## src/rtl/cid_defines.svh

```systemverilog
// Offsets, field positions, opcodes and reset values of the decode core.
`ifndef CID_DEFINES_SVH
`define CID_DEFINES_SVH
`define CID_OFS_CTRL 6'h00
`define CID_OFS_W 6'h04
`define CID_OFS_BSR 6'h08
`define CID_OFS_STATUS 6'h0c
`define CID_OFS_PTR0 6'h10
`define CID_OFS_PTR1 6'h14
`define CID_OFS_PTR2 6'h18
`define CID_CTRL_EXT_BIT 0
`define CID_CTRL_HALT_BIT 1
`define CID_CTRL_EXT_RST 1'b0
`define CID_CTRL_HALT_RST 1'b0
`define CID_W_RST 8'h00
`define CID_BSR_RST 8'h00
`define CID_PTR_RST 12'h000
`define CID_RESP_OKAY 2'b00
`define CID_RESP_SLVERR 2'b10
`define CID_OP6_INC 6'h12
`define CID_OP6_COPY_FILE_REGISTER 6'h14
`define CID_OP8_IOR 8'h09
`define CID_OP8_LOAD_ACCUMULATOR_LITERAL 8'h0e
`define CID_OP8_LOAD_BANK_LITERAL 8'h01
`define CID_OP10_LOAD_POINTER_LITERAL 10'h3b8
`define CID_OP4_COPY_FILE_TO_FILE 4'hc
`define CID_OP6_TWO_WORD 6'h3b
`define CID_ACCESS_LIMIT 8'h5f
`define CID_ACCESS_HIGH 4'hf
`define CID_WREG_ADDR 12'hfe8
`define CID_PTR_COUNT 3
`endif

```

## src/rtl/cid_pkg.sv

```systemverilog
// Types shared by the decode core: phase and operation codes.
`default_nettype none
package cid_pkg;
   typedef enum logic [1:0] {
      CID_Q1 = 2'b00,
      CID_Q2 = 2'b01,
      CID_Q3 = 2'b11,
      CID_Q4 = 2'b10
   } cid_phase_e;
   typedef enum logic [2:0] {
      CID_NOP = 3'h0,
      CID_INC = 3'h1,
      CID_IOR = 3'h2,
      CID_LOAD_POINTER_LITERAL = 3'h3,
      CID_COPY_FILE_REGISTER = 3'h4,
      CID_COPY_FILE_TO_FILE = 3'h5,
      CID_LOAD_BANK_LITERAL = 3'h6,
      CID_LOAD_ACCUMULATOR_LITERAL = 3'h7
   } cid_op_e;
endpackage
`default_nettype wire

```

## src/rtl/cid_core.sv

```systemverilog
// Instruction decode and execute core for a subset of byte instructions.
`timescale 1ns/1ps
`default_nettype none
`include "cid_defines.svh"

// Function
// - increment_skip_nonzero adds one to the register, flags untouched.
// - Destination bit 0 writes the accumulator, 1 writes the file register.
// - A nonzero increment result turns the prefetched word into a NOP.
// - A skipped two-word instruction costs one further NOP cycle.
// - Bank bit 0 uses the access bank, 1 uses the bank select register.
// - Bank bit 0, extended set on, address up to 95: indexed offset mode.
// - or_literal_into_accumulator ORs a literal into W, sets N and Z.
// - load_pointer_literal: two words, high part first, low part second.
// - copy_file_register copies a register to its target, sets N and Z.
// - copy_file_to_file moves between two 12-bit addresses, no flags.
// - copy_file_to_file may take W as its source or destination.
// - load_bank_literal forces the upper four bank select bits to zero.
// - load_accumulator_literal loads the literal in one cycle, no flags.
module cid_core #(
   parameter int AXI_ADDR_W = 6
) (
   input wire logic ref_clk,
   input wire logic srst,
   input wire logic [15:0] fetch_word,
   input wire logic fetch_valid,
   output logic fetch_ready,
   output logic [11:0] mem_addr,
   output logic mem_rd_en,
   input wire logic [7:0] mem_rdata,
   output logic mem_wr_en,
   output logic [7:0] mem_wdata,
   input wire logic [AXI_ADDR_W-1:0] s_axi_awaddr,
   input wire logic s_axi_awvalid,
   output logic s_axi_awready,
   input wire logic [31:0] s_axi_wdata,
   input wire logic [3:0] s_axi_wstrb,
   input wire logic s_axi_wvalid,
   output logic s_axi_wready,
   output logic [1:0] s_axi_bresp,
   output logic s_axi_bvalid,
   input wire logic s_axi_bready,
   input wire logic [AXI_ADDR_W-1:0] s_axi_araddr,
   input wire logic s_axi_arvalid,
   output logic s_axi_arready,
   output logic [31:0] s_axi_rdata,
   output logic [1:0] s_axi_rresp,
   output logic s_axi_rvalid,
   input wire logic s_axi_rready
);

   initial begin
      if (AXI_ADDR_W < 6) begin
         $error("cid_core: AXI_ADDR_W must be at least 6");
      end
   end

   cid_pkg::cid_phase_e phase_reg;
   cid_pkg::cid_op_e op_reg;
   cid_pkg::cid_op_e dec_op;
   logic [15:0] ir_reg;
   logic [15:0] lo_reg;
   logic second_reg;
   logic skip_reg;
   logic src_w_reg;
   logic dest_w_reg;
   logic [7:0] w_reg;
   logic [7:0] bsr_reg;
   logic [11:0] ptr_reg [`CID_PTR_COUNT];
   logic neg_reg;
   logic zero_reg;
   logic [7:0] hold_reg;
   logic [7:0] res_reg;
   logic [7:0] res_next;
   logic ext_reg;
   logic halt_reg;
   logic take;
   logic [11:0] eff_addr;
   logic [7:0] operand;
   logic aw_have_reg;
   logic w_have_reg;
   logic [AXI_ADDR_W-1:0] aw_addr_reg;
   logic [31:0] w_data_reg;
   logic [3:0] w_strb_reg;
   logic [31:0] rd_mux;
   logic rd_hit;

   function automatic logic two_word(input logic [15:0] word);
      two_word = (word[15:12] == `CID_OP4_COPY_FILE_TO_FILE) ||
                 (word[15:10] == `CID_OP6_TWO_WORD);
   endfunction

   assign take = (phase_reg == cid_pkg::CID_Q1) && fetch_valid && fetch_ready;
   assign operand = src_w_reg ? w_reg : mem_rdata;

   // Byte-operand address for the word now on the fetch port.
   always_comb begin
      if (fetch_word[8]) begin
         eff_addr = {bsr_reg[3:0], fetch_word[7:0]};
      end else if (fetch_word[7:0] <= `CID_ACCESS_LIMIT) begin
         if (ext_reg) begin
            eff_addr = ptr_reg[2] + {4'h0, fetch_word[7:0]};
         end else begin
            eff_addr = {4'h0, fetch_word[7:0]};
         end
      end else begin
         eff_addr = {`CID_ACCESS_HIGH, fetch_word[7:0]};
      end
   end

   // Opcodes outside this subset decode to a no-operation cycle.
   always_comb begin
      if (fetch_word[15:10] == `CID_OP6_INC) begin
         dec_op = cid_pkg::CID_INC;
      end else if (fetch_word[15:10] == `CID_OP6_COPY_FILE_REGISTER) begin
         dec_op = cid_pkg::CID_COPY_FILE_REGISTER;
      end else if (fetch_word[15:8] == `CID_OP8_IOR) begin
         dec_op = cid_pkg::CID_IOR;
      end else if (fetch_word[15:8] == `CID_OP8_LOAD_ACCUMULATOR_LITERAL) begin
         dec_op = cid_pkg::CID_LOAD_ACCUMULATOR_LITERAL;
      end else if (fetch_word[15:8] == `CID_OP8_LOAD_BANK_LITERAL) begin
         dec_op = cid_pkg::CID_LOAD_BANK_LITERAL;
      end else if (fetch_word[15:6] == `CID_OP10_LOAD_POINTER_LITERAL) begin
         dec_op = cid_pkg::CID_LOAD_POINTER_LITERAL;
      end else if (fetch_word[15:12] == `CID_OP4_COPY_FILE_TO_FILE) begin
         dec_op = cid_pkg::CID_COPY_FILE_TO_FILE;
      end else begin
         dec_op = cid_pkg::CID_NOP;
      end
   end

   always_comb begin
      case (op_reg)
         cid_pkg::CID_INC: res_next = operand + 8'h01;
         cid_pkg::CID_IOR: res_next = w_reg | ir_reg[7:0];
         cid_pkg::CID_COPY_FILE_REGISTER: res_next = operand;
         cid_pkg::CID_COPY_FILE_TO_FILE: res_next = second_reg ? hold_reg : operand;
         default: res_next = ir_reg[7:0];
      endcase
   end

   // Four phases per instruction cycle; Q1 waits for a fetched word.
   always_ff @(posedge ref_clk) begin
      if (srst) begin
         phase_reg <= cid_pkg::CID_Q1;
      end else begin
         case (phase_reg)
            cid_pkg::CID_Q1: begin
               if (take) begin
                  phase_reg <= cid_pkg::CID_Q2;
               end
            end
            cid_pkg::CID_Q2: phase_reg <= cid_pkg::CID_Q3;
            cid_pkg::CID_Q3: phase_reg <= cid_pkg::CID_Q4;
            cid_pkg::CID_Q4: phase_reg <= cid_pkg::CID_Q1;
            default: phase_reg <= cid_pkg::CID_Q1;
         endcase
      end
   end

   // Halting only stops the next word from being taken, never a cycle midway.
   always_ff @(posedge ref_clk) begin
      if (srst) begin
         fetch_ready <= 1'b0;
      end else begin
         fetch_ready <= !halt_reg && ((phase_reg == cid_pkg::CID_Q4) ||
                        (phase_reg == cid_pkg::CID_Q1 && !take));
      end
   end

   // Decode of the taken word, including skip and second-word handling.
   always_ff @(posedge ref_clk) begin
      if (srst) begin
         op_reg <= cid_pkg::CID_NOP;
         ir_reg <= 16'h0000;
         lo_reg <= 16'h0000;
         src_w_reg <= 1'b0;
         dest_w_reg <= 1'b0;
      end else if (take) begin
         if (second_reg) begin
            lo_reg <= fetch_word;
            dest_w_reg <= (fetch_word[11:0] == `CID_WREG_ADDR);
         end else if (skip_reg) begin
            op_reg <= cid_pkg::CID_NOP;
            src_w_reg <= 1'b0;
         end else begin
            op_reg <= dec_op;
            ir_reg <= fetch_word;
            src_w_reg <= (dec_op == cid_pkg::CID_COPY_FILE_TO_FILE) &&
                         (fetch_word[11:0] == `CID_WREG_ADDR);
         end
      end
   end

   // Second-cycle and skip bookkeeping, settled at the end of Q4 and when a skipped word is taken.
   always_ff @(posedge ref_clk) begin
      if (srst) begin
         second_reg <= 1'b0;
         skip_reg <= 1'b0;
      end else if (take && skip_reg && !second_reg) begin
         skip_reg <= two_word(fetch_word);
      end else if (phase_reg == cid_pkg::CID_Q4) begin
         if (second_reg) begin
            second_reg <= 1'b0;
         end else if (op_reg == cid_pkg::CID_LOAD_POINTER_LITERAL ||
                      op_reg == cid_pkg::CID_COPY_FILE_TO_FILE) begin
            second_reg <= 1'b1;
         end
         if (op_reg == cid_pkg::CID_INC && res_reg != 8'h00) begin
            skip_reg <= 1'b1;
         end
      end
   end

   // Data memory port: read strobe in Q2, write strobe in Q4.
   always_ff @(posedge ref_clk) begin
      if (srst) begin
         mem_addr <= 12'h000;
         mem_rd_en <= 1'b0;
      end else if (take && second_reg) begin
         mem_addr <= fetch_word[11:0];
         mem_rd_en <= 1'b0;
      end else if (take && !skip_reg) begin
         if (dec_op == cid_pkg::CID_COPY_FILE_TO_FILE) begin
            mem_addr <= fetch_word[11:0];
            mem_rd_en <= (fetch_word[11:0] != `CID_WREG_ADDR);
         end else begin
            mem_addr <= eff_addr;
            mem_rd_en <= (dec_op == cid_pkg::CID_INC ||
                          dec_op == cid_pkg::CID_COPY_FILE_REGISTER);
         end
      end else begin
         mem_rd_en <= 1'b0;
      end
   end

   always_ff @(posedge ref_clk) begin
      if (srst) begin
         mem_wr_en <= 1'b0;
         mem_wdata <= 8'h00;
      end else if (phase_reg == cid_pkg::CID_Q3) begin
         mem_wdata <= res_next;
         if (op_reg == cid_pkg::CID_INC || op_reg == cid_pkg::CID_COPY_FILE_REGISTER) begin
            mem_wr_en <= ir_reg[9];
         end else begin
            mem_wr_en <= op_reg == cid_pkg::CID_COPY_FILE_TO_FILE && second_reg &&
                         !dest_w_reg;
         end
      end else begin
         mem_wr_en <= 1'b0;
      end
   end

   // Operand processing in Q3.
   always_ff @(posedge ref_clk) begin
      if (srst) begin
         res_reg <= 8'h00;
         hold_reg <= 8'h00;
      end else if (phase_reg == cid_pkg::CID_Q3) begin
         res_reg <= res_next;
         if (op_reg == cid_pkg::CID_COPY_FILE_TO_FILE && !second_reg) begin
            hold_reg <= operand;
         end
      end
   end

   // Accumulator write-back in Q4.
   always_ff @(posedge ref_clk) begin
      if (srst) begin
         w_reg <= `CID_W_RST;
      end else if (phase_reg == cid_pkg::CID_Q4) begin
         case (op_reg)
            cid_pkg::CID_INC,
            cid_pkg::CID_COPY_FILE_REGISTER: begin
               if (!ir_reg[9]) begin
                  w_reg <= res_reg;
               end
            end
            cid_pkg::CID_IOR,
            cid_pkg::CID_LOAD_ACCUMULATOR_LITERAL: w_reg <= res_reg;
            cid_pkg::CID_COPY_FILE_TO_FILE: begin
               if (second_reg && dest_w_reg) begin
                  w_reg <= res_reg;
               end
            end
            default: w_reg <= w_reg;
         endcase
      end
   end

   always_ff @(posedge ref_clk) begin
      if (srst) begin
         neg_reg <= 1'b0;
         zero_reg <= 1'b0;
      end else if (phase_reg == cid_pkg::CID_Q4 &&
                   (op_reg == cid_pkg::CID_IOR ||
                    op_reg == cid_pkg::CID_COPY_FILE_REGISTER)) begin
         neg_reg <= res_reg[7];
         zero_reg <= (res_reg == 8'h00);
      end
   end

   always_ff @(posedge ref_clk) begin
      if (srst) begin
         bsr_reg <= `CID_BSR_RST;
      end else if (phase_reg == cid_pkg::CID_Q4 &&
                   op_reg == cid_pkg::CID_LOAD_BANK_LITERAL) begin
         bsr_reg <= {4'h0, res_reg[3:0]};
      end
   end

   // Pointer select 3 is not a pointer, so such a load writes nothing.
   for (genvar p = 0; p < `CID_PTR_COUNT; p++) begin : g_ptr
      always_ff @(posedge ref_clk) begin
         if (srst) begin
            ptr_reg[p] <= `CID_PTR_RST;
         end else if (phase_reg == cid_pkg::CID_Q4 &&
                      op_reg == cid_pkg::CID_LOAD_POINTER_LITERAL &&
                      ir_reg[5:4] == 2'(p)) begin
            if (second_reg) begin
               ptr_reg[p][7:0] <= lo_reg[7:0];
            end else begin
               ptr_reg[p][11:8] <= ir_reg[3:0];
            end
         end
      end
   end

   // AXI4-Lite write side: address and data caught in either order.
   always_ff @(posedge ref_clk) begin
      if (srst) begin
         aw_have_reg <= 1'b0;
         w_have_reg <= 1'b0;
         aw_addr_reg <= '0;
         w_data_reg <= 32'h0000_0000;
         w_strb_reg <= 4'h0;
         s_axi_awready <= 1'b0;
         s_axi_wready <= 1'b0;
         s_axi_bvalid <= 1'b0;
         s_axi_bresp <= `CID_RESP_OKAY;
         ext_reg <= `CID_CTRL_EXT_RST;
         halt_reg <= `CID_CTRL_HALT_RST;
      end else begin
         s_axi_awready <= !aw_have_reg && !(s_axi_awvalid && s_axi_awready);
         s_axi_wready <= !w_have_reg && !(s_axi_wvalid && s_axi_wready);
         if (s_axi_awvalid && s_axi_awready) begin
            aw_have_reg <= 1'b1;
            aw_addr_reg <= s_axi_awaddr;
         end
         if (s_axi_wvalid && s_axi_wready) begin
            w_have_reg <= 1'b1;
            w_data_reg <= s_axi_wdata;
            w_strb_reg <= s_axi_wstrb;
         end
         if (aw_have_reg && w_have_reg && !s_axi_bvalid) begin
            s_axi_bvalid <= 1'b1;
            if ((aw_addr_reg >> 6) != '0) begin
               s_axi_bresp <= `CID_RESP_SLVERR;
            end else begin
               case (aw_addr_reg[5:0])
                  `CID_OFS_CTRL: begin
                     s_axi_bresp <= `CID_RESP_OKAY;
                     if (w_strb_reg[0]) begin
                        ext_reg <= w_data_reg[`CID_CTRL_EXT_BIT];
                        halt_reg <= w_data_reg[`CID_CTRL_HALT_BIT];
                     end
                  end
                  `CID_OFS_W, `CID_OFS_BSR, `CID_OFS_STATUS,
                  `CID_OFS_PTR0, `CID_OFS_PTR1, `CID_OFS_PTR2:
                     s_axi_bresp <= `CID_RESP_OKAY;
                  default: s_axi_bresp <= `CID_RESP_SLVERR;
               endcase
            end
         end
         if (s_axi_bvalid && s_axi_bready) begin
            s_axi_bvalid <= 1'b0;
            aw_have_reg <= 1'b0;
            w_have_reg <= 1'b0;
            s_axi_awready <= 1'b1;
            s_axi_wready <= 1'b1;
         end
      end
   end

   always_comb begin
      rd_hit = ((s_axi_araddr >> 6) == '0);
      case (s_axi_araddr[5:0])
         `CID_OFS_CTRL: rd_mux = {30'h0, halt_reg, ext_reg};
         `CID_OFS_W: rd_mux = {24'h0, w_reg};
         `CID_OFS_BSR: rd_mux = {24'h0, bsr_reg};
         `CID_OFS_STATUS: rd_mux = {26'h0, neg_reg, zero_reg, skip_reg,
                                   second_reg, phase_reg};
         `CID_OFS_PTR0: rd_mux = {20'h0, ptr_reg[0]};
         `CID_OFS_PTR1: rd_mux = {20'h0, ptr_reg[1]};
         `CID_OFS_PTR2: rd_mux = {20'h0, ptr_reg[2]};
         default: begin
            rd_mux = 32'h0000_0000;
            rd_hit = 1'b0;
         end
      endcase
   end

   // AXI4-Lite read side: one read in flight, answered the next cycle.
   always_ff @(posedge ref_clk) begin
      if (srst) begin
         s_axi_arready <= 1'b0;
         s_axi_rvalid <= 1'b0;
         s_axi_rdata <= 32'h0000_0000;
         s_axi_rresp <= `CID_RESP_OKAY;
      end else if (s_axi_arvalid && s_axi_arready) begin
         s_axi_arready <= 1'b0;
         s_axi_rvalid <= 1'b1;
         s_axi_rdata <= rd_hit ? rd_mux : 32'h0000_0000;
         s_axi_rresp <= rd_hit ? `CID_RESP_OKAY : `CID_RESP_SLVERR;
      end else if (s_axi_rvalid) begin
         if (s_axi_rready) begin
            s_axi_rvalid <= 1'b0;
            s_axi_arready <= 1'b1;
         end
      end else begin
         s_axi_arready <= 1'b1;
      end
   end

endmodule // cid_core
`default_nettype wire

```

## config.mk

```make
export PLATFORM = sky130hd
export DESIGN_NAME = cid_core
export DESIGN_NICKNAME = d
export VERILOG_FILES = /design/src/rtl/cid_pkg.sv /design/src/rtl/cid_core.sv
export VERILOG_INCLUDE_DIRS = /design/src /design/src/rtl
export SDC_FILE = /design/constraint.sdc
export NUM_CORES = 1
export LEC_CHECK = 0
export ABC_AREA = 1
export BUFFER_PORTS_ARGS = -buffer_cell sky130_fd_sc_hd__buf_2
export CAP_MARGIN = 20
export CORE_ASPECT_RATIO = 1.5
export CORE_MARGIN = 3
export CORE_UTILIZATION = 40
export CTS_CLUSTER_DIAMETER = 50
export DETAILED_ROUTE_END_ITERATION = 7
export PLACE_DENSITY = 0.66
export SYNTH_ARGS = -nofsm -noshare
export SYNTH_HDL_FRONTEND = slang
export SYNTH_SLANG_ARGS = --single-unit
```

## constraint.sdc

```tcl
create_clock -name ref_clk -period 4.8 [get_ports ref_clk]
set_input_delay 0.24 -clock ref_clk [delete_from_list [all_inputs] [get_ports ref_clk]]
set_output_delay 0.24 -clock ref_clk [all_outputs]
set_load 0.01 [all_outputs]
```

==> results_dict.tcl, run 1 <==
set metrics [dict create \
    run_status "finished clean" \
    worstPathRequired_ps 5090 \
    startpoint_type "flip-flop" \
    clock_skew_ps 6.39 \
    finalCriticalPeriod_ps 2270 \
    power_density_nw_per_um2 331 \
    pin_count 144 \
    ctsResizeCount 0 \
    place_hpwl_mm 16.0 \
    netlist.area_leader.share_pct 28.4 \
    cts.sinks 139 \
    ir_drop_mv 0.185 \
    htree_levels 4 \
    finalSetupTns_ps 0 \
    post-cts-setup-buffers 0 \
    multi_input_area_um2 3420 \
    ys_top_cells_by_area "dfxtp_1 28%, edfxtp_1 15%, nand2_1 9.4%, a21oi_1 6.2%, o21ai_0 5.8%" \
    holdCritPathClass "input port to flip-flop" \
    largest_reg_flops 36 \
    endpoint_kind "flip-flop" \
    syn_avg_cell_area_um2 7.55 \
    grt.total_usage_pct 21.6 \
    ys_warn_count 0 \
    clock_latency_ps 420 \
    vias 6693 \
    ys_types 52 \
    dp_slack_ps 2530 \
    fin_crit_sh_pct 47.3 \
    cap_viol_max_count 0 \
    grt_pass1_wl_mm 33.0 \
    drtIter0Drc 500 \
    power_leakage_uw 0.00345 \
    worstPathMaxFanout 19 \
    gp_congestion 0.914 \
    slew_viol_final 0 \
    synth-seq-area-share_pct 43.3 \
    wl_per_cell_um 16.7 \
    drive_gt1_share_pct 16.4 \
    setup_viol 0 \
    synth_edf_count 36 \
    overflow 0 \
    die_h_um 171 \
    synthFlopType "dfxtp_1" \
    syn_inst 960 \
    n_fill_cell 1805 \
    rsz0062_at_grt "no" \
    start_util_pct 41.3 \
    nets 1130 \
    slew-limit-headroom_pct 32.4 \
    synth_area_leader_cell "dfxtp_1" \
    vias_per_cell 5.29 \
    antenna_cells 0 \
    ys_ff_latch 139 \
    grt_pass1_vias 6353 \
    grt_max_degree 58 \
    die_area_um2 19800 \
    synth_top_cells_by_count "181 x nand2_1, 108 x inv_1, 103 x dfxtp_1" \
    max_clock_freq_mhz 441 \
    cts_buffer_depth 2 \
    critPathArrivalTime_ps 2560 \
    cts_made_buffers 17 \
    worstMarginPinSlew_ps 1010 \
    drt-total-wl_mm 21.1 \
    dieWidth_um 116 \
    synth_area_um2 7250 \
    worstSetupPathType "flip-flop to flip-flop" \
    core-area_um2 17600 \
    ctsHoldBuffers 0 \
    path_clk_slew_ps 60 \
    cts-root-buf "clkbuf_16" \
    yosysMostFrequentCell "nand2_1" \
    area_growth_pct 14.0 \
    synth-async-reset-ratio_pct 0 \
    cts_tree "yes" \
    io_buffers 88 \
    setup_ws_ps 2530 \
    drtPass1Iterations 6 \
    antenna_found_initial 0 \
    antenna_left 0 \
    drc 0 \
    seqCellArea_um2 3140 \
    rows 59 \
    hold_viol_final 0 \
]
[power breakdown]
| group | switching (uW) | leakage, uW | internal, uW |
|---|---|---|---|
| Combinational | 174 | 0.00198 | 82.3 |
| Clock | 534 | 0.000260 | 681 |
| Sequential | 28.1 | 0.00121 | 1240 |
| Total | 736 | 0.00345 | 2000 |
[cell type report]
class                           count  area share (%)
Clock buffer                       19            5.40
Multi-Input combinational cell    674            41.4
Tap cell                          213            3.22
Inverter                          118            5.36
Timing Repair Buffer               90            5.51
Clock inverter                     13            1.12
Sequential cell                   139            38.0
[per-stage QoR]
| stage | total power [uW] | std cells | utilization (%) | instance area (um^2) | hold slack, ps |
|---|---|---|---|---|---|
| finish | 2740 | 1266 | 47.1 | 8270 | 70.8 |
| global route | 2830 | 1266 | 47.1 | 8270 | 97.0 |
| CTS | 2750 | 1266 | 47.1 | 8270 | 68.4 |
| detailed placement | 1550 | 1234 | 44.0 | 7730 | 457 |
| global placement | 1540 | 1234 | 44.0 | 7730 | 450 |
| floorplan | 1470 | 981 | - | 7330 | 390 |
[cells in the final DEF, fill, tap and decap left out, types with 17 or more instances in the layout]
| cell | Yosys | routed |
|---|---|---|
| dfxtp_1 | 103 | 103 |
| inv_1 | 108 | 108 |
| nand2_1 | 181 | 181 |
| nor2_1 | 100 | 100 |
| buf_2 | 6 | 88 |
| a21oi_1 | 90 | 90 |
| o21ai_0 | 84 | 84 |
| conb_1 | 1 | 22 |
| nand3_1 | 66 | 66 |
| clkbuf_16 | 0 | 17 |
| edfxtp_1 | 36 | 36 |
[logic make-up after synthesis]
kind of cell,after synthesis,share of synthesized area [%]
adder cells (fa/ha/maj),10,1.83
XOR/XNOR,6,0.725
AND/OR/NAND/NOR,410,25.4
flip-flops,139,43.3
buffers and inverters,168,10.6
AO/OA/AOI/OAI,226,18.1
other,1,0.0517
[per-layer routing]
layer / GRT usage (%) / part of all wire, %
met5: 0 / 0
met4: 8.88 / 2.9
met3: 3.11 / 4.1
met2: 39.3 / 54
met1: 24.9 / 39
[worst max-delay path, cell delays in order, from the launching register on]
cell	delay, ps
dfxtp_1	910
nand2_1	150
o21ai_2	150
ha_1	220
nand2_1	80
nor2_1	240
nand4_1	140
nand3_1	110
nand2_1	50
nand2_1	50
a21oi_1	60
[path summary, 6_finish.rpt]
check                                startpoint             end  slack, ps  cells past startpoint
worst max-delay path                  src_w_reg      res_reg[6]       2530                     10
worst min register to register      hold_reg[1]     hold_reg[1]        470                      2
worst max register to register        src_w_reg      res_reg[6]       2530                     10
worst min-delay path            s_axi_awaddr[0]  aw_addr_reg[0]         70                      3
(Power assumes the default switching activity.)
==> inputs of run 2 (changes only) <==
==> constraint.sdc (replaced) <==
create_clock -name ref_clk -period 2.15 [get_ports ref_clk]
set_input_delay 0.1075 -clock ref_clk [delete_from_list [all_inputs] [get_ports ref_clk]]
set_output_delay 0.1075 -clock ref_clk [all_outputs]
set_load 0.01 [all_outputs]
==> results_dict.tcl, run 2 (synthesized netlist as in run 1, its figures left out) <==
set metrics [dict create \
    run_status "finished clean" \
    drc 0 \
    worstPathRequired_ps 2270 \
    power_density_nw_per_um2 749 \
    endpoint_kind "flip-flop" \
    htree_levels 4 \
    place_hpwl_mm 16.4 \
    drtPass1Iterations 5 \
    drtIter0Drc 366 \
    fin_crit_sh_pct 95.5 \
    path_clk_slew_ps 60 \
    rsz0062_at_grt "no" \
    antenna_left 0 \
    swShare_pct 25.7 \
    clock_skew_ps 9.72 \
    grt_pass1_vias 6659 \
    overflow 0 \
    die_area_um2 19800 \
    layout_common_cells "180 x nand2_1, 107 x inv_1, 103 x dfxtp_1" \
    pin_count 144 \
    ir_drop_mv 0.494 \
    grt_pass1_wl_mm 33.7 \
    layout_commonest_cell "nand2_1" \
    clock_latency_ps 430 \
    rows 59 \
    antenna_cells 0 \
    io_buffers 88 \
    grt_max_degree 41 \
    finalSetupTns_ps 0 \
    p_int_uw 4770 \
    n_fill_cell 1739 \
    startpoint_type "flip-flop" \
    vias 6797 \
    slew-limit-headroom_pct 59.4 \
    critPathArrivalTime_ps 2170 \
    drive_gt1_share_pct 17.6 \
    cts_tree "yes" \
    cts_buffer_depth 2 \
    cap_viol_max_count 0 \
    power_leakage_uw 0.00360 \
    worstSetupPathType "flip-flop to flip-flop" \
    cts_made_buffers 17 \
    holdCritPathClass "input port to flip-flop" \
    nets 1156 \
    gp_congestion 0.913 \
    cts.sinks 139 \
    hold_viol_final 0 \
    core-area_um2 17600 \
    clkPwrFrac_pct 46.5 \
    slew_viol_final 0 \
    finalCriticalPeriod_ps 2050 \
    hold_slack_ps 1.01 \
    worstMarginPinSlew_ps 602 \
    drt-total-wl_mm 21.5 \
    dieWidth_um 116 \
    start_util_pct 41.3 \
    wl_per_cell_um 16.6 \
    antenna_found_initial 0 \
    area_growth_pct 18.2 \
    max_clock_freq_mhz 487 \
    p_seq_share_pct 44.0 \
    vias_per_cell 5.26 \
    die_h_um 171 \
    worstPathMaxFanout 8 \
    p_comb_share_pct 9.5 \
    cts-root-buf "clkbuf_16" \
    largest_reg_flops 36 \
    p_sw_uw 1650 \
    setup_viol 0 \
    grt.total_usage_pct 21.9 \
]
[run 2: cell types whose count changed in the layout (fill, tap and decap cells not counted), moves of 2 or more]
| cell | change |
|---|---|
| buf_12 | +2 |
| buf_4 | +15 |
| bufinv_16 | +2 |
| clkbuf_1 | +2 |
| clkinv_2 | -2 |
| clkinvlp_4 | -2 |
| dlygate4sd3_1 | +9 |
| inv_4 | -2 |
| inv_6 | +3 |
[run 2: worst paths after layout]
path,startpoint,end,slack (ps),depth (start not counted)
setup / recovery,op_reg[1],ptr_reg[2][0],100,6
hold / removal,s_axi_awaddr[5],aw_addr_reg[5],1,3
hold reg to reg,w_strb_reg[0],w_strb_reg[0],460,2
setup reg to reg,op_reg[1],ptr_reg[2][0],100,6
[run 2: cell type report]
class	instances	area [um^2]	share of cell area (%)
Multi-Input combinational cell	674	3430	40.0
Inverter	118	443	5.17
Tap cell	213	267	3.11
Clock inverter	12	136	1.59
Timing Repair Buffer	116	698	8.15
Sequential cell	139	3140	36.7
Clock buffer	20	458	5.34
[run 2: layer usage]
metal	GRT usage, %	part of all wire [%]
met3	3.72	4.4
met1	23.5	38
met4	11.3	4.3
met2	40.5	54
met5	0	0
[run 2: what timing repair did]
item,in CTS,in global routing
buffers inserted,0,0
endpoints found under the hold margin,9,0
setup endpoints to repair,0,2
resized for setup,0,3
hold buffers,9,0
[run 2: worst max-delay path, stage by stage (launching register included)]
cell	delay, ps
dfxtp_1	420
inv_2	90
nor3_1	270
nand2_1	240
buf_4	220
nor4_2	220
or2_2	290
[run 2: power groups by stage]
stage / sequential [uW] / combinational (uW) / clock (uW)
after CTS: 2830 / 607 / 3000
final: 2830 / 610 / 2980
after global routing: 2840 / 681 / 3120
after global placement: 2880 / 589 / 0
after detailed placement: 2880 / 591 / 0
after floorplan: 2880 / 394 / 0
[run 2: metrics by stage]
step | power [uW] | utilization, % | std cells | area, um^2 | setup WS, ps
2_1_floorplan | 3270 | - | 981 | 7330 | 365
3_3_place_gp | 3470 | 44.9 | 1251 | 7880 | 167
3_5_place_dp | 3470 | 44.9 | 1251 | 7880 | 144
4_1_cts | 6430 | 48.8 | 1292 | 8570 | 134
5_1_grt | 6630 | 48.8 | 1292 | 8570 | 13.1
6_report | 6420 | 48.8 | 1292 | 8570 | 96.7
